[src/verilog/dbg_cmp_pkg.sv]
// Constants, field layouts and carrier types of the debug bus comparator block.
// Assumes one system bus clock and a monitored CPU bus with 16-bit address and data.
// How it works
// Comparators A and C pick match on data equal or data different.
// B/D with size compare off: word and byte accesses of target match.
// B/D with size compare on: select 0 matches words, 1 matches bytes.
// B/D set for byte accesses ignore a word access covering the target.
// Only exact address equality matches; a word at target minus one does not.
// Software loads the exact address that the watched code issues.
// Equality mode: masked-in data bits must all equal the comparator data.
// Equality mode with mask all clear: address alone decides.
// Difference mode: any masked-in differing data bit gives a match.
// Difference mode with mask all clear never matches.
// A/C data compare ignores access size; masked bits are don't-care.
// Each qualifying access gives a one-cycle match pulse.
package dbg_cmp_pkg;

    localparam int NUM_CMP = 4;
    localparam int MON_ADDR_W = 16;
    localparam int MON_DATA_W = 16;
    localparam int BUS_AW = 5;
    localparam int BUS_DW = 32;

    // Word offsets inside one comparator's group of four registers
    localparam logic [1:0] SUB_CTRL = 2'h0;
    localparam logic [1:0] SUB_ADDR = 2'h1;
    localparam logic [1:0] SUB_DATA = 2'h2;
    localparam logic [1:0] SUB_MASK = 2'h3;

    // Word offsets of the shared registers
    localparam logic [4:0] OFS_STATUS = 5'h10;
    localparam logic [4:0] OFS_IRQ_MASK = 5'h11;

    // Control register field positions
    localparam int CTRL_EN = 0;
    localparam int CTRL_MISMATCH = 1;
    localparam int CTRL_SIZE_EN = 2;
    localparam int CTRL_SIZE_SEL = 3;

    // Mask register: low byte mask, then high byte mask
    localparam int MASK_LO = 0;
    localparam int MASK_HI = 8;

    // Access size encoding, as the size select bit holds it
    localparam logic SIZE_WORD = 1'b0;
    localparam logic SIZE_BYTE = 1'b1;

    localparam logic [3:0] STATUS_RESET = 4'h0;
    localparam logic [3:0] IRQ_MASK_RESET = 4'h0;

    typedef struct packed {
        logic valid;
        logic is_byte;
        logic [MON_ADDR_W-1:0] addr;
        logic [MON_DATA_W-1:0] data;
    } bus_access_t;

    typedef struct packed {
        logic enable;
        logic data_mismatch_select;
        logic size_compare_enable;
        logic size_select;
        logic [MON_ADDR_W-1:0] addr;
        logic [MON_DATA_W-1:0] data;
        logic [7:0] data_mask_high_byte;
        logic [7:0] data_mask_low_byte;
    } cmp_cfg_t;

    localparam cmp_cfg_t CFG_RESET = '0;

    // Even comparators (A, C) compare data; odd ones (B, D) compare size
    function automatic logic has_data_cmp(input int idx);
        return (idx % 2) == 0;
    endfunction

endpackage

[src/verilog/bus_comparator_match.sv]
// Match qualification of the four debug bus comparators, with Avalon-MM registers.
// Assumes the monitored access arrives as one valid cycle per CPU bus access,
// synchronous to mclk, and an Avalon master that holds requests under waitrequest.
`timescale 1ns/1ps

module bus_comparator_match (
    // Clock and reset
    input wire logic mclk,
    input wire logic rst_b,
    // Avalon-MM register slave, word addressed
    input wire logic [dbg_cmp_pkg::BUS_AW-1:0] avs_address,
    input wire logic avs_read,
    input wire logic avs_write,
    input wire logic [dbg_cmp_pkg::BUS_DW-1:0] avs_writedata,
    input wire logic [3:0] avs_byteenable,
    output logic [dbg_cmp_pkg::BUS_DW-1:0] avs_readdata,
    output logic avs_waitrequest,
    // Monitored CPU bus access
    input dbg_cmp_pkg::bus_access_t mon_acc,
    // Match pulses and interrupt
    output logic [dbg_cmp_pkg::NUM_CMP-1:0] cmp_match,
    output logic irq
);

    dbg_cmp_pkg::cmp_cfg_t cfg_r [dbg_cmp_pkg::NUM_CMP];
    logic [dbg_cmp_pkg::NUM_CMP-1:0] match_r;
    logic [dbg_cmp_pkg::NUM_CMP-1:0] hit_nxt;
    logic [dbg_cmp_pkg::NUM_CMP-1:0] status_r;
    logic [dbg_cmp_pkg::NUM_CMP-1:0] irq_mask_r;
    logic [dbg_cmp_pkg::NUM_CMP-1:0] status_clr;
    logic [dbg_cmp_pkg::BUS_DW-1:0] readdata_r;
    logic [dbg_cmp_pkg::BUS_DW-1:0] rd_word;
    logic [dbg_cmp_pkg::BUS_DW-1:0] wr_word;
    logic ack_r;
    logic wr_go;
    logic [1:0] cmp_sel;
    logic [1:0] sub_sel;
    logic in_cmp;

    // Byte-lane mask from the Avalon byte enables
    function automatic logic [31:0] lane_mask(input logic [3:0] be);
        return {{8{be[3]}}, {8{be[2]}}, {8{be[1]}}, {8{be[0]}}};
    endfunction

    // Masked data bits that differ from the comparator value
    function automatic logic [15:0] data_diff(input dbg_cmp_pkg::cmp_cfg_t c,
                                              input logic [15:0] d);
        return (d ^ c.data) & {c.data_mask_high_byte, c.data_mask_low_byte};
    endfunction

    // Data qualification of A and C; size plays no part here
    function automatic logic data_ok(input dbg_cmp_pkg::cmp_cfg_t c, input logic [15:0] d);
        logic [15:0] diff;
        diff = data_diff(c, d);
        if (c.data_mismatch_select) begin
            return |diff;
        end
        return diff == 16'h0000;
    endfunction

    // Size qualification of B and D
    function automatic logic size_ok(input dbg_cmp_pkg::cmp_cfg_t c, input logic is_byte);
        if (!c.size_compare_enable) begin
            return 1'b1;
        end
        return is_byte == c.size_select;
    endfunction

    // Register decode
    assign in_cmp = !avs_address[4];
    assign cmp_sel = avs_address[3:2];
    assign sub_sel = avs_address[1:0];

    // One wait cycle per access: address decode and read data settle before the answer
    assign avs_waitrequest = (avs_read || avs_write) && !ack_r;
    assign wr_go = avs_write && ack_r;
    assign avs_readdata = readdata_r;

    always_ff @(posedge mclk) begin
        if (!rst_b) begin
            ack_r <= 1'b0;
        end else begin
            ack_r <= (avs_read || avs_write) && !ack_r;
        end
    end

    // Read mux; unmapped words and absent fields read as zero
    always_comb begin
        rd_word = 32'h0000_0000;
        if (in_cmp) begin
            case (sub_sel)
                dbg_cmp_pkg::SUB_CTRL: begin
                    rd_word[dbg_cmp_pkg::CTRL_EN] = cfg_r[cmp_sel].enable;
                    rd_word[dbg_cmp_pkg::CTRL_MISMATCH] = cfg_r[cmp_sel].data_mismatch_select;
                    rd_word[dbg_cmp_pkg::CTRL_SIZE_EN] = cfg_r[cmp_sel].size_compare_enable;
                    rd_word[dbg_cmp_pkg::CTRL_SIZE_SEL] = cfg_r[cmp_sel].size_select;
                end
                dbg_cmp_pkg::SUB_ADDR: rd_word[15:0] = cfg_r[cmp_sel].addr;
                dbg_cmp_pkg::SUB_DATA: rd_word[15:0] = cfg_r[cmp_sel].data;
                dbg_cmp_pkg::SUB_MASK: begin
                    rd_word[dbg_cmp_pkg::MASK_LO +: 8] = cfg_r[cmp_sel].data_mask_low_byte;
                    rd_word[dbg_cmp_pkg::MASK_HI +: 8] = cfg_r[cmp_sel].data_mask_high_byte;
                end
                default: rd_word = 32'h0000_0000;
            endcase
        end else if (avs_address == dbg_cmp_pkg::OFS_STATUS) begin
            rd_word[3:0] = status_r;
        end else if (avs_address == dbg_cmp_pkg::OFS_IRQ_MASK) begin
            rd_word[3:0] = irq_mask_r;
        end
    end

    // Read data is captured in the wait cycle and stands in the answer cycle
    always_ff @(posedge mclk) begin
        if (!rst_b) begin
            readdata_r <= 32'h0000_0000;
        end else if (avs_read && !ack_r) begin
            readdata_r <= rd_word;
        end
    end

    // Byte-enabled write merges into the current word
    assign wr_word = (rd_word & ~lane_mask(avs_byteenable))
                   | (avs_writedata & lane_mask(avs_byteenable));

    // Comparator configuration; fields a comparator lacks stay zero
    always_ff @(posedge mclk) begin
        if (!rst_b) begin
            for (int i = 0; i < dbg_cmp_pkg::NUM_CMP; i++) begin
                cfg_r[i] <= dbg_cmp_pkg::CFG_RESET;
            end
        end else if (wr_go && in_cmp) begin
            case (sub_sel)
                dbg_cmp_pkg::SUB_CTRL: begin
                    cfg_r[cmp_sel].enable <= wr_word[dbg_cmp_pkg::CTRL_EN];
                    if (dbg_cmp_pkg::has_data_cmp(int'(cmp_sel))) begin
                        cfg_r[cmp_sel].data_mismatch_select <=
                            wr_word[dbg_cmp_pkg::CTRL_MISMATCH];
                    end else begin
                        cfg_r[cmp_sel].size_compare_enable <= wr_word[dbg_cmp_pkg::CTRL_SIZE_EN];
                        cfg_r[cmp_sel].size_select <= wr_word[dbg_cmp_pkg::CTRL_SIZE_SEL];
                    end
                end
                dbg_cmp_pkg::SUB_ADDR: cfg_r[cmp_sel].addr <= wr_word[15:0];
                dbg_cmp_pkg::SUB_DATA: begin
                    if (dbg_cmp_pkg::has_data_cmp(int'(cmp_sel))) begin
                        cfg_r[cmp_sel].data <= wr_word[15:0];
                    end
                end
                dbg_cmp_pkg::SUB_MASK: begin
                    if (dbg_cmp_pkg::has_data_cmp(int'(cmp_sel))) begin
                        cfg_r[cmp_sel].data_mask_low_byte <= wr_word[dbg_cmp_pkg::MASK_LO +: 8];
                        cfg_r[cmp_sel].data_mask_high_byte <= wr_word[dbg_cmp_pkg::MASK_HI +: 8];
                    end
                end
                default: ;
            endcase
        end
    end

    // Qualification of the current access; software must load the exact address
    always_comb begin
        for (int i = 0; i < dbg_cmp_pkg::NUM_CMP; i++) begin
            hit_nxt[i] = mon_acc.valid && cfg_r[i].enable
                       && (mon_acc.addr == cfg_r[i].addr);
            if (dbg_cmp_pkg::has_data_cmp(i)) begin
                hit_nxt[i] = hit_nxt[i] && data_ok(cfg_r[i], mon_acc.data);
            end else begin
                hit_nxt[i] = hit_nxt[i] && size_ok(cfg_r[i], mon_acc.is_byte);
            end
        end
    end

    // One registered pulse per qualifying access
    always_ff @(posedge mclk) begin
        if (!rst_b) begin
            match_r <= '0;
        end else begin
            match_r <= hit_nxt;
        end
    end

    assign cmp_match = match_r;

    // Write-one-to-clear; a match in the clearing cycle wins so no event is lost
    assign status_clr = (wr_go && avs_address == dbg_cmp_pkg::OFS_STATUS && avs_byteenable[0])
                      ? avs_writedata[3:0] : 4'h0;

    always_ff @(posedge mclk) begin
        if (!rst_b) begin
            status_r <= dbg_cmp_pkg::STATUS_RESET;
        end else begin
            status_r <= (status_r & ~status_clr) | hit_nxt;
        end
    end

    always_ff @(posedge mclk) begin
        if (!rst_b) begin
            irq_mask_r <= dbg_cmp_pkg::IRQ_MASK_RESET;
        end else if (wr_go && avs_address == dbg_cmp_pkg::OFS_IRQ_MASK && avs_byteenable[0]) begin
            irq_mask_r <= avs_writedata[3:0];
        end
    end

    // Level interrupt straight from flops
    assign irq = |(status_r & irq_mask_r);

    // Helpers read only by the checks below
    logic [15:0] diff_a;
    logic [15:0] mask_a;
    assign diff_a = data_diff(cfg_r[0], mon_acc.data);
    assign mask_a = {cfg_r[0].data_mask_high_byte, cfg_r[0].data_mask_low_byte};
endmodule

[config.mk]
export PLATFORM = sky130hd
export DESIGN_NAME = bus_comparator_match
export DESIGN_NICKNAME = d
export VERILOG_FILES = /design/src/verilog/dbg_cmp_pkg.sv /design/src/verilog/bus_comparator_match.sv
export SDC_FILE = /design/constraint.sdc
export NUM_CORES = 1
export LEC_CHECK = 0
export BUFFER_PORTS_ARGS = -buffer_cell sky130_fd_sc_hd__buf_2
export CAP_MARGIN = 20
export CORE_ASPECT_RATIO = 1.4
export CORE_MARGIN = 2
export CORE_UTILIZATION = 30
export DETAILED_ROUTE_END_ITERATION = 10
export PLACE_DENSITY = 0.56
export REMOVE_ABC_BUFFERS = 1
export SYNTH_ARGS = -nofsm -noshare
export SYNTH_HDL_FRONTEND = slang
export SYNTH_SLANG_ARGS = --single-unit
[constraint.sdc]
create_clock -name mclk -period 6.8 [get_ports mclk]
set_clock_uncertainty 0.2 [all_clocks]
set_input_delay 0.34 -clock mclk [delete_from_list [all_inputs] [get_ports mclk]]
set_output_delay 0.34 -clock mclk [all_outputs]
set_load 0.01 [all_outputs]
Word-level counts from Yosys, hierarchy flattened. Memory sizes are Yosys's and may differ from the RTL's. Cells that the tools add are included.

Register bits: 45. Memory bits (writable): 208. Input port bits: 79. Output and inout bits: 38. Memories kept: 1.

Memories: cfg_r (words 4, width 52, rd ports 5, clocked after memory_dff 0, wr ports 4, line bus_comparator_match.sv:25) `dbg_cmp_pkg::cmp_cfg_t cfg_r [dbg_cmp_pkg::NUM_CMP];`.

Eq/ne operators: 11. Muxes and demuxes: 45. Bitwise logic cells: 12. Reductions and logical operators: 31.

Operators with widths (count): $and A16 B16 Y16 (4); $eq A16 B16 Y1 (4); $mux W52 (1); $reduce_or A52 Y1 (1); $pmux W12 S3 (1); $mux W1 (35); $logic_not A16 Y1 (2); $logic_not A32 Y1 (1); $reduce_or A16 Y1 (2); $xor A16 B16 Y16 (2); $logic_and A1 B1 Y1 (20); $mux W4 (4); $not A16 Y16 (1); $or A16 B16 Y16 (1); $pmux W4 S4 (1); $mux W12 (1); $eq A5 B5 Y1 const B (2); $and A4 B4 Y4 (2); $mux W6 (1); $eq A2 B2 Y1 const B (2); $not A4 Y4 (1); $or A4 B4 Y4 (1); $reduce_or A4 Y1 (1); $eq A1 B1 Y1 (2); other kinds (5) (6).

Longest topological paths before layout. Gate-level depths: netlist (run 1).

Word-level depth: 8. Depth in mapped cells: 10. Depth with buffers taken out: 6.

Least setup slack after synthesis (run 1). Ideal clock, no wire load.

Path kind: input to register. Start point: in avs_address[4] (netlist bit). End point: mem cfg_r[3][32] (netlist bit), enable pin. Library setup time: 0.414 ns. Arrival: 2.308 ns. Data required time: 6.186 ns. Path slack: 3.879 ns. Stages on the path: 4. Path buffers: 1. Cell sequence: buf_2 nand2b_1 o31ai_2 a21boi_0.

RTL lines: start, declared (line bus_comparator_match.sv:11) `input wire logic [dbg_cmp_pkg::BUS_AW-1:0] avs_address,`; end, declared (line bus_comparator_match.sv:25).

==> flow_metrics.py, run 1 <==
metrics = {
    "status": {
        "status": "finished clean",
    },
    "logic_synthesis": {
        "syn_area_um2": 11640,
        "ys_top_cells_by_area": "edfxtp_1 (54%), mux4_2 (7.0%), xor2_1 (5.6%)",
        "synth.distinct_cells": 63,
        "syn_avg_cell_area_um2": 13.44,
        "synthCells": 866,
        "async_flop_share": 0,
        "synth_top_area_cell": "edfxtp_1",
        "yosysWarnings": 0,
        "synthTopCellsByCount": "edfxtp_1 (208), nor2_1 (150), xor2_1 (74)",
        "synth_most_common_cell": "edfxtp_1",
        "synthFlopType": "edfxtp_1",
        "synth_edf_count": 208,
        "synth_top_cell_area_share": 0.5365,
        "yosysSeqAreaShare": 0.5864,
        "ys_ff_latch": 237,
    },
    "setup_path": {
        "critPathMaxFanout": 17,
        "path_cells": "nand4b_1, nor3_2, buf_4, nand3_1, nand2_1",
        "critPathRequiredTime_ns": 6.75,
        "crit_path_max_incr_delay_ns": 1.16,
        "crit_slowest_cell": "nand2_1",
        "start_kind": "flip-flop",
        "cp_data_arrival_time_ns": 3.66,
        "end_kind": "flip-flop",
        "path_class": "reg -> reg",
    },
    "route": {
        "top_layer_used": "met5",
        "num_vias": 7669,
        "wirelength_mm": 37.51,
        "first_iter_violations": 728,
        "routed_via_density": 5.029,
        "dr_wl_met3_mm": 2.150,
        "firstDrtPassIters": 5,
        "wirelength_met1_mm": 14.49,
        "detail-route-antenna-nets": 0,
        "drc": 0,
        "wl_per_cell_um": 24.59,
        "wl_met2_mm": 19.32,
    },
    "floorplan": {
        "start_util": 0.3032,
        "die-area_um2": 40420,
        "die_w_um": 170.5,
        "die_y_um": 237.1,
        "coreArea_um2": 38390,
        "ios": 117,
        "num_rows": 85,
    },
    "power_and_ir_drop": {
        "vdd_drop_max_uv": 169.5,
        "swShare": 0.2428,
        "power.density_nw_per_um2": 247.3,
        "p_sw_w": 0.0008100,
        "intPower_w": 0.002526,
        "clock_power_share": 0.395,
        "p_comb_frac": 0.103,
        "seqPwrFrac": 0.502,
        "power_leakage_nw": 5.017,
    },
    "placed_design": {
        "dp_slack_ns": 2.592,
        "post-dp-hpwl_mm": 26.04,
        "place_area_um2": 12580,
        "port-buffer-count": 82,
        "gp_congestion": 0.8748,
    },
    "timing": {
        "timing.fmax_mhz": 269.3,
        "slew_violations": 0,
        "setup_tns_ns": 0,
        "fin_crit_ns": 3.713,
        "finalHoldViolCount": 0,
        "fin_crit_sh": 0.5460,
        "maxSlewHeadroom": 0.2434,
        "setup_violations": 0,
        "rsz0062_at_grt": "false",
        "worst_slew_pin_slew_ns": 1.134,
        "worst_slack_ns": 3.087,
    },
    "final_layout": {
        "area_delta_synth_final_pct": 15.87,
        "nNetsFinal": 1065,
        "drive_gt1_frac": 0.1914,
        "antennaDiodeCount": 0,
        "final_area_um2": 13490,
    },
    "clock_network": {
        "clockBufferDepth": 3,
        "cts_tree": "done",
        "root_buffer": "clkbuf_16",
        "cts_htree_levels": 1,
        "cts.sinks": 237,
        "clk_pin_slew_ns": 0.06,
        "cts-buffers-inserted": 24,
        "clock_latency_ns": 0.54,
    },
    "job": {
        "cap_violations": 0,
    },
    "global_route": {
        "grt_remaining_overflow": 0,
        "grt_pass1_wl_mm": 53.27,
        "antenna_found_initial": 4,
        "grt_pass1_vias": 7838,
        "track_usage": 0.1853,
        "grt_max_degree": 37,
    },
    "hold_path": {
        "hold_path_class": "in -> reg",
    },
}
through the flow:
step           hold WS, ns  power (W)    util  cells
2_1_floorplan       0.2598   0.001865       -    853
3_3_place_gp        0.2494   0.002036  0.3275   1472
3_5_place_dp        0.2520   0.002040  0.3278   1473
4_1_cts           0.001131   0.003343  0.3492   1522
5_1_grt           0.003343   0.003424  0.3514   1525
6_report           0.01145   0.003336  0.3514   1525
per-layer routing:
layer / global-route usage / up-vias
met2: 0.3333 / 300
li1: - / 3415
met3: 0.02691 / 78
met5: 0 / -
met4: 0.07537 / 8
met1: 0.2198 / 3868
final cells by class:
| cell class | count | area [um2] |
|---|---|---|
| multi-input combinational | 596 | 4492 |
| clock inverter | 10 | 98.84 |
| fill | 3799 | 24900 |
| sequential | 237 | 6827 |
| inverter | 20 | 75.07 |
| tap | 522 | 653.1 |
| timing repair buffer | 107 | 679.4 |
| clock buffer | 33 | 665.6 |
worst paths after layout:
check	cells after the start	end	start	slack [ns]
setup / recovery	5	cfg_r[0][5]	ack_r	3.09
hold / removal	2	cfg_r[0][39]	avs_writedata[7]	0.01
setup reg to reg	5	cfg_r[0][5]	ack_r	3.09
hold reg to reg	2	avs_readdata[14]	avs_readdata[14]	0.26
worst max-delay path: cells and delay by family, from the launching register on:
kind / cells / cell delay [ns]
simple gates: 4 / 2.38
flops: 1 / 0.53
buf+inv: 1 / 0.21
power by group through the flow:
stage / registers, W / clock network [W] / logic [W]
2_1_floorplan: 0.00169 / 0 / 0.000171
3_3_place_gp: 0.00170 / 0 / 0.000333
3_5_place_dp: 0.00171 / 0 / 0.000334
4_1_cts: 0.00167 / 0.00133 / 0.000338
5_1_grt: 0.00168 / 0.00138 / 0.000363
6_report: 0.00167 / 0.00132 / 0.000343
sequential cells by signal, indices dropped and copies added, names as in the netlist:
signal	cells
irq_mask_r	4
ack_r	1
avs_readdata	16
cmp_match	4
status_r	4
cfg_r	208
logic make-up (layout without fill, tap and decap cells):
group,Yosys count,count (layout),share of synthesized area
DFF,237,237,0.5864
buffers and inverters,85,170,0.04535
other,1,53,0.0003221
AOI/OAI and AO/OA,93,93,0.06137
xor gates and xnor gates,100,100,0.07523
muxes,81,81,0.1266
and+or+nand+nor,269,269,0.1048
layout by cell type, fill, tap and decap left out, types with 3 or more instances in the layout:
cell,synthesis,final
nor3_2,2,3
xnor2_1,26,26
dfxtp_1,29,29
nor4_1,12,12
clkinv_1,0,3
nand2b_1,5,5
o22a_2,4,4
buf_2,10,81
clkinv_2,0,3
a22oi_1,12,12
nand3_1,8,8
o21ai_0,13,13
a22o_1,8,8
o21ai_1,5,5
nor3_1,25,24
clkbuf_1,18,7
nand4_1,12,12
nand2_1,38,38
mux4_1,13,13
a31oi_1,3,3
xor2_1,74,74
conb_1,1,53
buf_16,0,3
a221oi_1,18,18
clkbuf_16,0,25
a21oi_1,7,7
mux2i_1,31,31
inv_1,19,19
o22a_1,3,3
mux4_2,36,36
buf_4,25,16
nor2b_1,3,3
dlygate4sd3_1,0,6
nor2_1,150,150
edfxtp_1,208,208
o211ai_1,3,3
timing repair:
item / CTS / global route
endpoints found under the hold margin: 10 / 0
setup endpoints to repair: 0 / 0
resized for setup: 0 / 0
hold buffers: 6 / 0
buffers inserted: 0 / 0
No activity file was read; power rests on OpenSTA's default activity.
==> run 2: changes to the inputs <==
==> constraint.sdc (replaced) <==
create_clock -name mclk -period 3.5 [get_ports mclk]
set_clock_uncertainty 0.2 [all_clocks]
set_input_delay 0.175 -clock mclk [delete_from_list [all_inputs] [get_ports mclk]]
set_output_delay 0.175 -clock mclk [all_outputs]
set_load 0.01 [all_outputs]
==> flow_metrics.py, run 2 (synthesis results as in run 1) <==
metrics = {
    "power_and_ir_drop": {
        "power_w": 0.006512,
        "power_leakage_nw": 5.218,
        "vdd_drop_max_uv": 278.6,
        "power.density_nw_per_um2": 469.4,
    },
    "global_route": {
        "grt_max_degree": 34,
        "grt_pass1_wl_mm": 54.03,
        "grt_pass1_vias": 7956,
        "grt_remaining_overflow": 0,
        "track_usage": 0.1876,
        "antenna_found_initial": 3,
    },
    "route": {
        "drc": 0,
        "routed_via_density": 4.974,
        "wirelength_mm": 37.84,
        "first_iter_violations": 709,
        "num_vias": 7799,
        "wl_per_cell_um": 24.13,
        "detail-route-antenna-nets": 0,
        "firstDrtPassIters": 5,
    },
    "clock_network": {
        "cts_htree_levels": 1,
        "cts.sinks": 237,
        "clk_pin_slew_ns": 0.06,
        "post_cts_resized": 0,
        "post_cts_buffers": 0,
        "cts_tree": "done",
        "cts-buffers-inserted": 23,
        "clockBufferDepth": 3,
        "root_buffer": "clkbuf_16",
        "clock_latency_ns": 0.53,
    },
    "final_layout": {
        "top_register": "cfg_r",
        "nNetsFinal": 1107,
        "area_delta_synth_final_pct": 19.16,
        "drive_gt1_frac": 0.2126,
        "layout_commonest_cell": "edfxtp_1",
        "layout_common_cells": "edfxtp_1 (208), nor2_1 (150), buf_2 (81)",
        "utilization": 0.3613,
        "largest_reg_flops": 208,
    },
    "setup_path": {
        "start_kind": "flip-flop",
        "rr_startpoint": "cfg_r[2][21]",
        "reg2reg_slack_ns": 0.42,
        "timing.rr.end": "status_r[2]",
        "path_class": "reg -> reg",
        "r2r_cells": 7,
        "critPathMaxFanout": 2,
        "critPathRequiredTime_ns": 3.72,
        "cp_data_arrival_time_ns": 3.30,
        "end_kind": "flip-flop",
    },
    "floorplan": {
        "die_w_um": 170.5,
        "ios": 117,
        "start_util": 0.3032,
        "die-area_um2": 40420,
        "die_y_um": 237.1,
        "num_rows": 85,
        "coreArea_um2": 38390,
    },
    "placed_design": {
        "gp_congestion": 0.9596,
        "port-buffer-count": 82,
        "post-dp-hpwl_mm": 27.34,
    },
    "timing": {
        "maxSlewHeadroom": 0.3014,
        "timing.fmax_mhz": 324.5,
        "worst_slew_pin_slew_ns": 1.047,
        "rsz0062_at_grt": "false",
        "setup_violations": 0,
        "fin_crit_ns": 3.081,
        "slew_violations": 0,
        "fin_crit_sh": 0.8804,
        "finalHoldViolCount": 0,
        "setup_tns_ns": 0,
    },
    "status": {
        "status": "finished clean",
    },
    "hold_path": {
        "holdPathEnd": "cmp_match[3]",
        "min_path_cells": 4,
        "hold_path_class": "in -> reg",
        "hold_start": "mon_acc[20]",
    },
    "job": {
        "cap_violations": 0,
    },
}
## run 2: where the power goes
part           switching, W  internal [W]
Combinational      0.000427      0.000267
Clock               0.00109       0.00148
Sequential        0.0000608       0.00319
Total               0.00158       0.00494
## run 2: how the worst max path moves through the flow
stage	cells after the start	from	end
2_1_floorplan	3	ack_r	cfg_r[3][32]
3_3_place_gp	8	avs_address[2]	cfg_r[0][18]
3_5_place_dp	8	avs_address[2]	cfg_r[2][2]
4_1_cts	7	cfg_r[2][21]	status_r[2]
5_1_grt	7	cfg_r[2][21]	status_r[2]
6_report	7	cfg_r[2][21]	status_r[2]
## run 2: timing repair
| action | in CTS | in global routing |
|---|---|---|
| setup endpoints to repair | 0 | 0 |
| endpoints found under the hold margin | 42 | 0 |
| hold buffers | 23 | 0 |
## run 2: routing by layer
| layer | track usage | part of all wire |
|---|---|---|
| met5 | 0 | 0.00034 |
| met4 | 0.08003 | 0.043 |
| met3 | 0.02992 | 0.056 |
| met2 | 0.3411 | 0.53 |
| met1 | 0.2162 | 0.38 |
## run 2: metrics by stage
step                cell area, um2  hold slack, ns  std cells  setup slack (ns)
detailed placement           12870          0.2504       1502            0.5631
CTS                          13870        0.006242       1566            0.5360
global placement             12870          0.2490       1502            0.5905
floorplan                    11380          0.1107        853            0.7898
finish                       13870        0.001893       1568            0.4186
global route                 13870         0.01682       1566            0.4726
## run 2: layout make-up
cell class | instances | area, um2
repair buffers | 150 | 1056
multi-input cells | 596 | 4492
diodes | 2 | 5.005
flip-flops and latches | 237 | 6827
inverters | 20 | 75.07
fillers | 3720 | 24520
clock buffers | 32 | 669.4
well taps | 522 | 653.1
clock inverters | 9 | 96.34
## run 2: worst max-delay path, cell delays in order (launching register included)
cell and delay (ns):
edfxtp_1 0.40, xor2_1 0.18, a22o_1 0.24, a221oi_1 0.68, nand4_1 0.31, xor2_1 0.29
o21ai_0 0.12, dlygate4sd3_1 0.56
==> run 3: changes to the inputs <==
--- a/config.mk
+++ b/config.mk
@@ -5,6 +5,7 @@
 export SDC_FILE = /design/constraint.sdc
 export NUM_CORES = 1
 export LEC_CHECK = 0
+export ABC_AREA = 1
 export BUFFER_PORTS_ARGS = -buffer_cell sky130_fd_sc_hd__buf_2
 export CAP_MARGIN = 20
 export CORE_ASPECT_RATIO = 1.4
@@ -13,6 +14,7 @@
 export DETAILED_ROUTE_END_ITERATION = 10
 export PLACE_DENSITY = 0.56
 export REMOVE_ABC_BUFFERS = 1
+export SKIP_LAST_GASP = 1
 export SYNTH_ARGS = -nofsm -noshare
 export SYNTH_HDL_FRONTEND = slang
 export SYNTH_SLANG_ARGS = --single-unit
==> flow_metrics.py, run 3 <==
metrics = {
    "status": {
        "status": "finished clean",
    },
    "final_layout": {
        "largest_reg_flops": 208,
        "layout_commonest_cell": "nand2_1",
        "top_register": "cfg_r",
        "drive_gt1_frac": 0.1159,
        "layout.cells.non_filler": 2131,
        "layout_common_cells": "nand2_1 (367), nor2_1 (232), edfxtp_1 (208)",
        "fillers": 4138,
        "nNetsFinal": 1659,
        "final_area_um2": 14300,
        "area_delta_synth_final_pct": 16.30,
    },
    "setup_path": {
        "path_class": "in -> reg",
        "path_cells": "dlygate4sd3_1, buf_2, inv_2, nand3_2, nor2_4, o21ai_2, nor2_2, inv_2, nor2_8, nand2_4, nand2_1",
        "start_kind": "primary input",
        "crit_slowest_cell": "nand2_1",
        "reg2reg_slack_ns": 0.90,
        "end_kind": "flip-flop",
        "rr_startpoint": "ack_r",
        "crit_path_max_incr_delay_ns": 0.65,
        "timing.rr.end": "cfg_r[0][10]",
        "critPathRequiredTime_ns": 3.45,
        "crit_start": "avs_address[4]",
        "worst-path-buf-inv": 4,
        "r2r_cells": 8,
        "cp_data_arrival_time_ns": 2.75,
        "critPathTopFamily": "simple AND/OR/NAND/NOR gates",
        "critPathMaxFanout": 17,
        "cp_common_cell": "inv_2",
    },
    "route": {
        "detail-route-antenna-nets": 0,
        "drc": 0,
        "num_vias": 10073,
        "wirelength_mm": 39.21,
        "firstDrtPassIters": 5,
        "wl_per_cell_um": 18.40,
        "first_iter_violations": 724,
        "routed_via_density": 4.727,
    },
    "hold_path": {
        "hold_start": "avs_writedata[10]",
        "holdPathEnd": "cfg_r[2][42]",
        "hold_path_class": "in -> reg",
        "min_path_cells": 5,
    },
    "timing": {
        "setup_violations": 0,
        "finalHoldViolCount": 0,
        "worst_slack_ns": 0.6944,
        "rsz0062_at_grt": "false",
        "worst_slew_pin_slew_ns": 0.8978,
        "setup_tns_ns": 0,
        "slew_violations": 0,
        "timing.fmax_mhz": 356.4,
        "fin_crit_sh": 0.8016,
        "fin_crit_ns": 2.806,
        "hold_ws_ns": 0.03278,
        "maxSlewHeadroom": 0.4000,
    },
    "floorplan": {
        "die-area_um2": 42650,
        "die_y_um": 243.6,
        "start_util": 0.3045,
        "num_rows": 87,
        "ios": 117,
        "coreArea_um2": 40390,
        "die_w_um": 175.1,
    },
    "placed_design": {
        "dp_slack_ns": 0.6906,
        "post-dp-hpwl_mm": 29.69,
        "place_area_um2": 13370,
        "dpl.cell_count": 2072,
        "gp_congestion": 0.9242,
        "port-buffer-count": 82,
    },
    "power_and_ir_drop": {
        "power.density_nw_per_um2": 453.1,
        "power_leakage_nw": 6.167,
        "vdd_drop_max_uv": 297.5,
    },
    "logic_synthesis": {
        "ys_ff_latch": 237,
        "yosysWarnings": 0,
        "synth_top_area_cell": "edfxtp_1",
        "synthCells": 1453,
        "synthTopCellsByCount": "nand2_1 (367), nor2_1 (233), edfxtp_1 (208)",
        "synth_edf_count": 208,
        "syn_avg_cell_area_um2": 8.463,
        "synth.distinct_cells": 33,
        "synth_top_cell_area_share": 0.5079,
        "yosysSeqAreaShare": 0.5551,
        "syn_area_um2": 12300,
        "ys_top_cells_by_area": "edfxtp_1 (51%), nand2_1 (11%), nor2_1 (7.1%)",
        "async_flop_share": 0,
        "synth_most_common_cell": "nand2_1",
        "synthFlopType": "edfxtp_1",
    },
    "global_route": {
        "track_usage": 0.1825,
        "grt_remaining_overflow": 0,
        "grt_max_degree": 60,
        "grt_pass1_wl_mm": 58.84,
        "antenna_found_initial": 1,
        "grt_pass1_vias": 9752,
    },
    "clock_network": {
        "cts_htree_levels": 1,
        "clk_pin_slew_ns": 0.07,
        "clock_latency_ns": 0.52,
        "clockBufferDepth": 3,
        "cts-buffers-inserted": 23,
        "root_buffer": "clkbuf_16",
        "cts.sinks": 237,
        "cts_tree": "done",
    },
    "job": {
        "cap_violations": 0,
    },
}
==> run 3: cell count changes after synthesis, moves of 20 or more <==
cell	change
nand2_1	+329
inv_1	+148
nor2_1	+83
nand3_1	+81
o21ai_0	+81
xor2_1	-63
a21oi_1	+36
mux4_2	-36
mux2i_1	-31
o211ai_1	+24
buf_2	+21
nor3_1	-20
o22ai_1	+20
==> run 3: logic make-up after synthesis <==
logic type / share of synthesized area
AOI/OAI and AO/OA: 0.09198
xor gates and xnor gates: 0.01496
buffers and inverters: 0.08954
DFF: 0.5551
other: 0.0003050
and+or+nand+nor: 0.2481
==> run 3: worst register-to-register path: stages, from the launching register on <==
cell and delay [ns]:
dfxtp_1 0.45, nand3_2 0.14, nor2_4 0.16, o21ai_2 0.09
nor2_2 0.12, inv_2 0.08, nor2_8 0.15, nand2_4 0.18
nand2_1 0.65
==> run 3: where the power goes <==
group	switching, W	leakage, nW	internal [W]
Combinational	0.000470	3.43	0.000209
Clock	0.00108	0.370	0.00146
Sequential	0.0000631	2.37	0.00320
==> run 3: worst max path at each step <==
| stage | end | cells past startpoint |
|---|---|---|
| CTS | cfg_r[0][10] | 11 |
| floorplan | cfg_r[2][16] | 3 |
| detailed placement | cfg_r[0][10] | 10 |
| global placement | cfg_r[0][9] | 10 |
| global route | cfg_r[0][14] | 11 |
| finish | cfg_r[0][10] | 11 |
==> run 3: metrics by stage <==
stage | util | power (W)
after floorplan | - | 0.003666
after global placement | 0.3309 | 0.003986
after detailed placement | 0.3309 | 0.003989
after CTS | 0.3541 | 0.006525
after global routing | 0.3541 | 0.006707
final | 0.3541 | 0.006480
==> run 3: routing by layer <==
metal	vias to the layer above	GRT usage	wire length [um]
met5	-	0	0
met4	0	0.07623	1500
met3	60	0.01607	1859
met1	4763	0.2176	15750
met2	304	0.3335	20100
li1	4946	-	-
==> run 3: cell type report <==
cell class | count | area, um2 | share of cell area
clock buffer | 35 | 703.2 | 0.04917
inverter | 177 | 665.6 | 0.04654
multi-input combinational | 1015 | 4567 | 0.3193
tap | 534 | 668.1 | 0.04672
timing repair buffer | 126 | 808.3 | 0.05652
clock inverter | 6 | 60.06 | 0.004199
sequential | 237 | 6827 | 0.4773
antenna | 1 | 2.502 | 0.0001750
==> run 3: repair_timing <==
item,CTS,global route
resized for setup,0,0
hold buffers,17,0
hold endpoints to repair,18,0
buffers inserted,0,0
